===== src/rtl/arsc_pkg.sv =====
package arsc_pkg;
	// Clock, tracking timing and result format
	localparam int CLK_HZ = 20_000_000;
	localparam int TRACK_MIN_NS = 500;
	localparam int TRACK_MIN_CYC =
		(TRACK_MIN_NS * (CLK_HZ / 1_000_000) + 999) / 1000;
	localparam int PRESCALE_DEF = 16;
	localparam int RES_W = 10;
	localparam int SIGN_POS = 9;
	// Codes and reset values
	localparam logic [9:0] FULL_SCALE = 10'h3FF;
	localparam logic [9:0] DIFF_MIN = 10'h200;
	localparam logic [9:0] DIFF_MAX = 10'h1FF;
	localparam logic [9:0] CODE_RST = 10'h000;
	localparam logic [7:0] BYTE_RST = 8'h00;
	localparam logic [5:0] PAD_ZERO = 6'h00;
	localparam logic [7:0] CNT_RST = 8'h00;
	// Sleep mode encodings
	localparam logic [2:0] SLP_IDLE = 3'h0;
	localparam logic [2:0] SLP_NOISE = 3'h1;
	localparam logic [2:0] SLP_PDOWN = 3'h2;
	localparam logic [2:0] SLP_PSAVE = 3'h3;
	localparam logic [2:0] SLP_STBY = 3'h6;
	// Converter sequencer states
	typedef enum logic [1:0] {
		ST_IDLE = 2'b00,
		ST_TRACK = 2'b01,
		ST_CONV = 2'b10
	} arsc_state_t;
endpackage : arsc_pkg


===== src/rtl/arsc_sar.sv =====
`timescale 1ns/10ps
module arsc_sar
	import arsc_pkg::*;
#(
	parameter int W = RES_W
) (
	// Clock and reset
	input wire logic clk,
	input wire logic resetn,
	// Control
	input wire logic start,
	input wire logic step,
	input wire logic cmp,
	// Results
	output logic [W-1:0] trial,
	output logic [W-1:0] code,
	output logic busy,
	output logic done
);
	logic [W-1:0] bit_sel;
	logic [W-1:0] next_bit_sel;
	logic [W-1:0] next_code;
	logic next_busy;
	logic next_done;

	// Trial word under test
	assign trial = code | bit_sel;

	// One bit resolved per converter tick, MSB first
	always_comb begin
		next_code = code;
		next_bit_sel = bit_sel;
		next_busy = busy;
		next_done = 1'b0;
		if (start) begin
			next_code = '0;
			next_bit_sel = {1'b1, {(W-1){1'b0}}};
			next_busy = 1'b1;
		end else if (busy && step) begin
			if (cmp)
				next_code = code | bit_sel;
			next_bit_sel = bit_sel >> 1;
			if (bit_sel[0]) begin
				next_busy = 1'b0;
				next_done = 1'b1;
			end
		end
	end

	// Register the search state
	always_ff @(posedge clk or negedge resetn) begin
		if (!resetn) begin
			code <= '0;
			bit_sel <= '0;
			busy <= 1'b0;
			done <= 1'b0;
		end else begin
			code <= next_code;
			bit_sel <= next_bit_sel;
			busy <= next_busy;
			done <= next_done;
		end
	end

	// Done only ever ends a running search
	done_source_a: assert property (@(posedge clk) disable iff (!resetn)
		done |-> $past(busy) && !busy)
		else $error("sar done without a running search");
endmodule : arsc_sar


===== src/rtl/arsc_top.sv =====
`timescale 1ns/10ps
module arsc_top
	import arsc_pkg::*;
#(
	parameter int PRESCALE = PRESCALE_DEF
) (
	// Clock and reset
	input wire logic clk,
	input wire logic resetn,
	// Converter control from the CPU side
	input wire logic converter_enable,
	input wire logic start_request,
	input wire logic differential_mode,
	input wire logic left_adjust_select,
	input wire logic [1:0] tracking_hold_extension,
	input wire logic irq_enable,
	input wire logic flag_clear,
	// CPU sleep handshake
	input wire logic sleep_cmd,
	input wire logic [2:0] sleep_mode,
	input wire logic other_irq,
	// Analog front end
	input wire logic comparator_in,
	input wire logic over_range_in,
	output logic sample_switch,
	output logic [9:0] dac_code,
	output logic half_rate_converter_clock,
	output logic converter_power,
	// Results and status
	output logic [7:0] result_low_byte,
	output logic [7:0] result_high_byte,
	output logic conversion_done_flag,
	output logic conversion_irq,
	output logic cpu_halted,
	output logic busy
);
	localparam int DW = $clog2(PRESCALE);
	localparam logic [DW-1:0] DIV_LAST = DW'(PRESCALE - 1);
	localparam logic [7:0] TRACK_MIN = 8'(TRACK_MIN_CYC);

	// Synchroniser stages
	logic cmp_m, cmp_s, ovr_m, ovr_s;
	// Divider
	logic [DW-1:0] div_cnt, next_div_cnt;
	logic adc_tick;
	logic next_half;
	// Sequencer
	arsc_state_t state, next_state;
	logic [7:0] track_cnt, next_track_cnt;
	logic [1:0] ext_cnt, next_ext_cnt;
	logic ovr_q, next_ovr_q;
	logic diff_q, next_diff_q;
	logic track_end;
	logic sar_start;
	logic auto_req, next_auto_req;
	// SAR engine
	logic [9:0] sar_trial, sar_code;
	logic sar_busy, sar_done;
	// Result path
	logic [9:0] word;
	logic [7:0] next_low, next_high;
	logic next_flag, next_irq;
	logic next_halted;
	logic sleep_conv_mode;
	logic [7:0] track_len;

	// Two-stage synchronisers for the analog comparator outputs
	always_ff @(posedge clk or negedge resetn) begin
		if (!resetn) begin
			cmp_m <= 1'b0;
			cmp_s <= 1'b0;
			ovr_m <= 1'b0;
			ovr_s <= 1'b0;
		end else begin
			cmp_m <= comparator_in;
			cmp_s <= cmp_m;
			ovr_m <= over_range_in;
			ovr_s <= ovr_m;
		end
	end

	// Converter clock enable and half-rate clock
	assign adc_tick = (div_cnt == DIV_LAST);

	always_comb begin
		next_div_cnt = adc_tick ? '0 : div_cnt + 1'b1;
		next_half = half_rate_converter_clock;
		if (!converter_enable) begin
			next_div_cnt = '0;
			next_half = 1'b0;
		end else if (adc_tick) begin
			next_half = ~half_rate_converter_clock;
		end
	end

	always_ff @(posedge clk or negedge resetn) begin
		if (!resetn) begin
			div_cnt <= '0;
			half_rate_converter_clock <= 1'b0;
		end else begin
			div_cnt <= next_div_cnt;
			half_rate_converter_clock <= next_half;
		end
	end

	// Modes in which the halted CPU lets a conversion run
	assign sleep_conv_mode = (sleep_mode == SLP_NOISE) ||
		(sleep_mode == SLP_IDLE);

	// Tracking ends after the minimum, then on a converter tick
	always_comb begin
		track_end = 1'b0;
		if (state == ST_TRACK && track_cnt >= TRACK_MIN && adc_tick) begin
			if (diff_q)
				track_end = half_rate_converter_clock;
			else
				track_end = (ext_cnt >= tracking_hold_extension);
		end
	end

	assign sar_start = track_end;

	// Sequencer: idle, track, convert
	always_comb begin
		next_state = state;
		next_track_cnt = track_cnt;
		next_ext_cnt = ext_cnt;
		next_ovr_q = ovr_q;
		next_diff_q = diff_q;
		next_auto_req = auto_req;
		// Sleep entry in idle or noise mode requests one conversion
		if (sleep_cmd && !cpu_halted && sleep_conv_mode &&
			converter_enable && state == ST_IDLE)
			next_auto_req = 1'b1;
		case (state)
			ST_IDLE: begin
				if (converter_enable && (start_request ||
					(auto_req && cpu_halted))) begin
					next_state = ST_TRACK;
					next_track_cnt = CNT_RST;
					next_ext_cnt = 2'b00;
					next_diff_q = differential_mode;
					next_auto_req = 1'b0;
				end
			end
			ST_TRACK: begin
				if (track_cnt != 8'hFF)
					next_track_cnt = track_cnt + 8'h01;
				if (track_cnt >= TRACK_MIN && adc_tick &&
					ext_cnt != 2'b11)
					next_ext_cnt = ext_cnt + 2'b01;
				if (track_end) begin
					next_state = ST_CONV;
					next_ovr_q = ovr_s;
				end
			end
			ST_CONV: begin
				if (sar_done)
					next_state = ST_IDLE;
			end
			default: begin
				next_state = ST_IDLE;
			end
		endcase
		if (!converter_enable) begin
			next_state = ST_IDLE;
			next_auto_req = 1'b0;
		end
	end

	always_ff @(posedge clk or negedge resetn) begin
		if (!resetn) begin
			state <= ST_IDLE;
			track_cnt <= CNT_RST;
			ext_cnt <= 2'b00;
			ovr_q <= 1'b0;
			diff_q <= 1'b0;
			auto_req <= 1'b0;
		end else begin
			state <= next_state;
			track_cnt <= next_track_cnt;
			ext_cnt <= next_ext_cnt;
			ovr_q <= next_ovr_q;
			diff_q <= next_diff_q;
			auto_req <= next_auto_req;
		end
	end

	// Successive approximation search
	arsc_sar #(
		.W(RES_W)
	) u_sar (
		.clk(clk),
		.resetn(resetn),
		.start(sar_start),
		.step(adc_tick && state == ST_CONV),
		.cmp(cmp_s),
		.trial(sar_trial),
		.code(sar_code),
		.busy(sar_busy),
		.done(sar_done)
	);

	conv_busy_a: assert property (@(posedge clk) disable iff (!resetn)
		state == ST_CONV && !sar_done |-> sar_busy)
		else $error("convert state without a running search");

	// Result coding and alignment
	always_comb begin
		if (diff_q)
			word = {~sar_code[SIGN_POS], sar_code[8:0]};
		else if (ovr_q)
			word = FULL_SCALE;
		else
			word = sar_code;
		if (left_adjust_select) begin
			next_high = word[9:2];
			next_low = {word[1:0], PAD_ZERO};
		end else begin
			next_high = {PAD_ZERO, word[9:8]};
			next_low = word[7:0];
		end
	end

	// Flag, interrupt and CPU sleep state
	always_comb begin
		next_flag = conversion_done_flag;
		if (flag_clear)
			next_flag = 1'b0;
		if (sar_done)
			next_flag = 1'b1;
		next_irq = next_flag && irq_enable;
		next_halted = cpu_halted;
		if (sleep_cmd && !cpu_halted)
			next_halted = 1'b1;
		else if (cpu_halted && (other_irq || conversion_irq))
			next_halted = 1'b0;
	end

	always_ff @(posedge clk or negedge resetn) begin
		if (!resetn) begin
			result_low_byte <= BYTE_RST;
			result_high_byte <= BYTE_RST;
			conversion_done_flag <= 1'b0;
			conversion_irq <= 1'b0;
			cpu_halted <= 1'b0;
		end else begin
			if (sar_done) begin
				result_low_byte <= next_low;
				result_high_byte <= next_high;
			end
			conversion_done_flag <= next_flag;
			conversion_irq <= next_irq;
			cpu_halted <= next_halted;
		end
	end

	// Analog front end drive, all registered
	always_ff @(posedge clk or negedge resetn) begin
		if (!resetn) begin
			sample_switch <= 1'b0;
			dac_code <= CODE_RST;
			converter_power <= 1'b0;
			busy <= 1'b0;
		end else begin
			sample_switch <= (next_state == ST_TRACK);
			dac_code <= sar_trial;
			converter_power <= converter_enable;
			busy <= (next_state != ST_IDLE);
		end
	end

	// Length of the current tracking window, for checking only
	always_ff @(posedge clk or negedge resetn) begin
		if (!resetn)
			track_len <= CNT_RST;
		else if (!sample_switch)
			track_len <= CNT_RST;
		else if (track_len != 8'hFF)
			track_len <= track_len + 8'h01;
	end

	track_min_a: assert property (@(posedge clk) disable iff (!resetn)
		$fell(sample_switch) && converter_power |-> track_len >= TRACK_MIN)
		else $error("tracking shorter than the minimum");

	done_flag_a: assert property (@(posedge clk) disable iff (!resetn)
		sar_done |=> conversion_done_flag)
		else $error("done flag missed a finished conversion");

	left_pad_a: assert property (@(posedge clk) disable iff (!resetn)
		sar_done && left_adjust_select |=> result_low_byte[5:0] == PAD_ZERO)
		else $error("left adjusted low byte not padded");

	right_pad_a: assert property (@(posedge clk) disable iff (!resetn)
		sar_done && !left_adjust_select |=>
		result_high_byte[7:2] == PAD_ZERO)
		else $error("right adjusted high byte not padded");

	saturate_a: assert property (@(posedge clk) disable iff (!resetn)
		sar_done && !diff_q && ovr_q && !left_adjust_select |=>
		{result_high_byte[1:0], result_low_byte} == FULL_SCALE)
		else $error("over range input did not saturate");

	sign_bit_a: assert property (@(posedge clk) disable iff (!resetn)
		sar_done && diff_q && left_adjust_select |=>
		result_high_byte[7] == ~$past(sar_code[SIGN_POS]))
		else $error("differential sign bit wrong");

	other_wake_a: assert property (@(posedge clk) disable iff (!resetn)
		cpu_halted && other_irq |=> !cpu_halted)
		else $error("other interrupt did not wake the CPU");

	stay_awake_a: assert property (@(posedge clk) disable iff (!resetn)
		!cpu_halted && !sleep_cmd |=> !cpu_halted)
		else $error("CPU halted without a sleep command");

	done_irq_a: assert property (@(posedge clk) disable iff (!resetn)
		sar_done && irq_enable |=> conversion_irq ##1 !cpu_halted)
		else $error("conversion end did not raise the wake request");

	power_hold_a: assert property (@(posedge clk) disable iff (!resetn)
		converter_enable && sleep_cmd |=> converter_power)
		else $error("converter switched off on sleep entry");
endmodule : arsc_top


===== config.mk =====
export PLATFORM = sky130hd
export DESIGN_NAME = arsc_top
export DESIGN_NICKNAME = d
export VERILOG_FILES = /design/src/rtl/arsc_pkg.sv /design/src/rtl/arsc_sar.sv /design/src/rtl/arsc_top.sv
export SDC_FILE = /design/constraint.sdc
export NUM_CORES = 1
export LEC_CHECK = 0
export ABC_AREA = 1
export BUFFER_PORTS_ARGS = -buffer_cell sky130_fd_sc_hd__buf_2
export CAP_MARGIN = 10
export CORE_ASPECT_RATIO = 2
export CORE_UTILIZATION = 50
export DETAILED_ROUTE_END_ITERATION = 8
export PLACE_DENSITY = 0.72
export SKIP_CTS_REPAIR_TIMING = 1
export SYNTH_ARGS = -nofsm -noshare
export SYNTH_HDL_FRONTEND = slang
export SYNTH_HIERARCHICAL = 1
export SYNTH_SLANG_ARGS = --single-unit

===== constraint.sdc =====
create_clock -name clk -period 2.3 [get_ports clk]
set_clock_uncertainty 0.05 [all_clocks]
set_input_delay 0.115 -clock clk [delete_from_list [all_inputs] [get_ports clk]]
set_output_delay 0.115 -clock clk [all_outputs]
set_load 0.01 [all_outputs]

==> reports/qor.txt <==
=====================================================================================
Final cell count without fillers                                                  500
Combinational fraction of design power                                           8.0%
Highest-utilization routing layer at the global route stage                      met2
Violations in the final reports                                          negative hold slack
Layout net count                                                                  434
Total wire length                                                            6.690 mm
Post-Place Cell Area                                                         3581 µm²
Post-DP HPWL                                                                 4.760 mm
Setup repair after global routing missed its margin                             false
Most frequent cell on the critical path                                       nand2_1
Number of warning messages in the yosys log                                         6
Final setup viols                                                                   0
Die width                                                                    59.10 µm
Portion of total power attributed to sequential cells                           48.2%
Initial antenna violation count                                                     0
Router iterations before antenna repair                                             4
Kind of capture point of the worst setup path                                register
Slew Limit Headroom                                                            36.09%
Leak pwr                                                                     2.107 nW
I/O pin total                                                                      50
Die ar.                                                                      6867 µm²
Count of H-tree levels built during CTS                                             3
Post-synth net total                                                              372
Total of flip-flops plus latches after synthesis                                   78
Switching part of the total power                                              23.15%
Aggregate global-route resource usage                                          21.92%
Residual overflow from global routing                                               0
Actual transition at the worst max-transition pin                           0.9587 ns
Clock tree from TritonCTS                                                        done
Synthesized instance count                                                        349
Worst-case setup margin in the final layout                                 0.2525 ns
Highest ir drop seen on vdd                                                 0.5159 mV
Delay of the slowest cell on the worst path                                   0.42 ns
Pwr dens                                                                 769.1 nW/µm²
Maximum clock path buffer count                                                     2
Chip Height                                                                  116.2 µm
Number of standard-cell rows in the floorplan                                      41
Share of synthesized area occupied by flip-flops and latches                   59.86%
Cell Chain, Critical Path                                                inv_1, ha_1, nor2_1, nand2_1, nand2_1, nand2_1, nand3_1, inv_1, inv_2, nand2_1, nor2_1, nor2_1
Via count of the first global-routing pass                                      2,400
Clk pwr share                                                                   43.8%
Weighted congestion at the end of routability-driven global placement          0.7696
Arrival time of data at the critical path endpoint                            2.21 ns
Post-Place Worst Slack                                                      0.2890 ns
Area occupied by registers                                                   1952 µm²
Non-Filler Cell Area, Final                                                  3940 µm²
Number of placed cells counting well taps                                         478
Final slew viol count                                                               0
Required time of the worst setup path                                         2.47 ns
Crit Path Max Fanout                                                               25
Maximum number of pins on one net before global-route repair                       79
Number of I/O port buffers                                                         48
Wire length per cell after detailed routing                                  13.38 µm
Fillers                                                                           557
Mapped Area                                                                  3261 µm²
Clock transition at the registers of the reported paths                       0.06 ns
Drt drc                                                                             0
Mean post-synth cell area                                                   9.343 µm²
Type of the worst setup path                                               reg -> reg
Total Neg Setup Slack                                                            0 ns
Number of sinks driven by the clock tree                                           78
Net Switching                                                             0.0007014 W
Insertion delay of the later-clocked pin in the worst-skew pair               0.33 ns
Number of different library cells in the post-synthesis netlist                    31
Fraction of final layout cells with drive strength greater than 1              20.53%
Clock root cell                                                             clkbuf_16
Startpoint kind of the worst setup timing path                               register
Final critical delay including setup and external delays                     2.048 ns
Met2 usage                                                                     39.02%
Max-Cap Viols                                                                       0
Std-Cell Core Area                                                           6310 µm²
Class of the worst hold path                                                in -> reg
Number of vias per cell after detailed routing                                  5.006
Count of antenna-violating nets left after detailed routing                         0
GRT met1 Usage                                                                 23.34%
First-pass GRT wire length                                                   10.81 mm
Total inserted antenna cells                                                        0
Area of the multi-input gates                                                1136 µm²
Cell-internal power                                                        0.002329 W
Vias after detailed routing                                                     2,503
Cell with the biggest individual delay on the critical path                   dfrtp_1
Count of routing violations after the opening detailed-route iteration            116
CTS Buf Count                                                                       9
Endpoints failing hold                                                              1
Global-route track usage on met3                                               5.426%
Initial Util                                                                   51.68%
Final period utilization                                                       89.02%
Worst hold margin                                                         -0.01912 ns
Highest clock rate                                                         0.4884 GHz
Synthesis-to-finish area growth                                                20.84%
Status                                                                   finished with violations
=====================================================================================
-- worst max-delay path, delay by kind of cell, from the launching register on --
kind,cells,cell delay [ns]
adders and majority gates,1,0.19
and+or+nand+nor,8,0.77
DFF,1,0.42
buffers and inverters,3,0.50
-- cell type report --
| class | instances | share of cell area [%] |
|---|---|---|
| clock buffer | 10 | 5.811 |
| sequential | 78 | 49.54 |
| tap | 86 | 2.731 |
| clock inverter | 4 | 1.270 |
| inverter | 36 | 3.430 |
| multi-input combinational | 229 | 28.83 |
| timing repair buffer | 57 | 8.384 |
-- worst paths after layout --
| check | start | endpoint | slack [ns] | cells past startpoint |
|---|---|---|---|---|
| worst max-delay path | track_cnt[0] | u_sar/busy | 0.25 | 12 |
| worst min-delay path | flag_clear | conversion_done_flag | -0.02 | 4 |
| worst max register to register | track_cnt[0] | u_sar/busy | 0.25 | 12 |
| worst min register to register | cmp_m | cmp_s | 0.30 | 0 |
| max in group asynchronous | resetn | dac_code[2] | 1.15 | 2 |
| min in group asynchronous | resetn | converter_power | 0.42 | 2 |
-- state kept, by name (all words and copies together), names as in the netlist, 2 cells and up --
register and cells:
track_cnt 8, dac_code 10, ext_cnt 2, div_cnt 4
u_sar/code 10, u_sar/bit_sel 10, result_low_byte 8, result_high_byte 8
state 2
-- routing by layer --
layer	share of wire, %	routed length (µm)
met5	0	0
met4	2.3	153
met3	3.2	215
met2	57	3799
met1	38	2523
-- layout by cell type, fill, tap and decap left out, types with 2 or more instances in the layout --
master         Yosys  routed
dlygate4sd3_1      0       8
clkinvlp_4         0       2
dfrtp_1           78      78
clkbuf_16          0       9
nor2_1            32      32
o21ai_0           31      31
nor2_4             3       3
ha_1               6       6
inv_1             34      34
nand2_1           98      98
nand4_1            2       2
o21ai_1            3       3
nand2_2            5       5
o22ai_1            2       2
a21oi_1            7       7
buf_2              2      47
or2_2             10      10
xor2_1             2       2
nand3_1           16      16
o221ai_1           4       4
buf_4              1       2
-- cells by family (layout without fill, tap and decap cells) --
group / Yosys count / in the layout / synth area share [%]
AO/OA/AOI/OAI: 51 / 51 / 8.711
adder cells (fa/ha/maj): 6 / 6 / 2.302
buffers and inverters: 42 / 107 / 5.295
flip-flops: 78 / 78 / 59.86
XOR/XNOR: 3 / 3 / 0.8060
multiplexers: 1 / 1 / 0.3453
AND/OR/NAND/NOR: 168 / 168 / 22.68
-- through the flow --
stage          utilization (%)  total power (W)
2_1_floorplan                -         0.001623
3_3_place_gp             56.75         0.001713
3_5_place_dp             56.75         0.001717
4_1_cts                  61.17         0.003054
5_1_grt                  62.44         0.003163
6_report                 62.44         0.003030
-- Yosys cell counts --
library cell  instances  area (µm²)
nand2_1              98       367.9
dfrtp_1              78        1952
inv_1                34       127.6
nor2_1               32       120.1
o21ai_0              31       155.2
nand3_1              16       80.08
or2_2                10       62.56
a21oi_1               7       35.03
ha_1                  6       75.07
nand2_2               5       31.28
o221ai_1              4       35.03
nor2_4                3       33.78
o21ai_1               3       15.01
buf_2                 2       10.01
nand4_1               2       12.51
o22ai_1               2       12.51
xor2_1                2       17.52
a21boi_0              1       7.510
buf_4                 1       7.510
buf_6                 1       11.26
clkbuf_1              1       3.750
clkbuf_2              1       5.000
clkinv_1              1       3.750
inv_2                 1       3.750
mux2_2                1       11.26
nand2_4               1       11.26
nor2_8                1       20.02
o211ai_1              1       7.510
o21ai_2               1       8.760
o31ai_1               1       7.510
xnor2_1               1       8.760
-- power by group through the flow --
stage	Clock, W	Combinational (W)	Sequential, W
2_1_floorplan	0	0.000146	0.00148
3_3_place_gp	0	0.000231	0.00148
3_5_place_dp	0	0.000233	0.00148
4_1_cts	0.00136	0.000234	0.00146
5_1_grt	0.00142	0.000278	0.00147
6_report	0.00133	0.000241	0.00146
No activity file was read; power rests on OpenSTA's default activity.
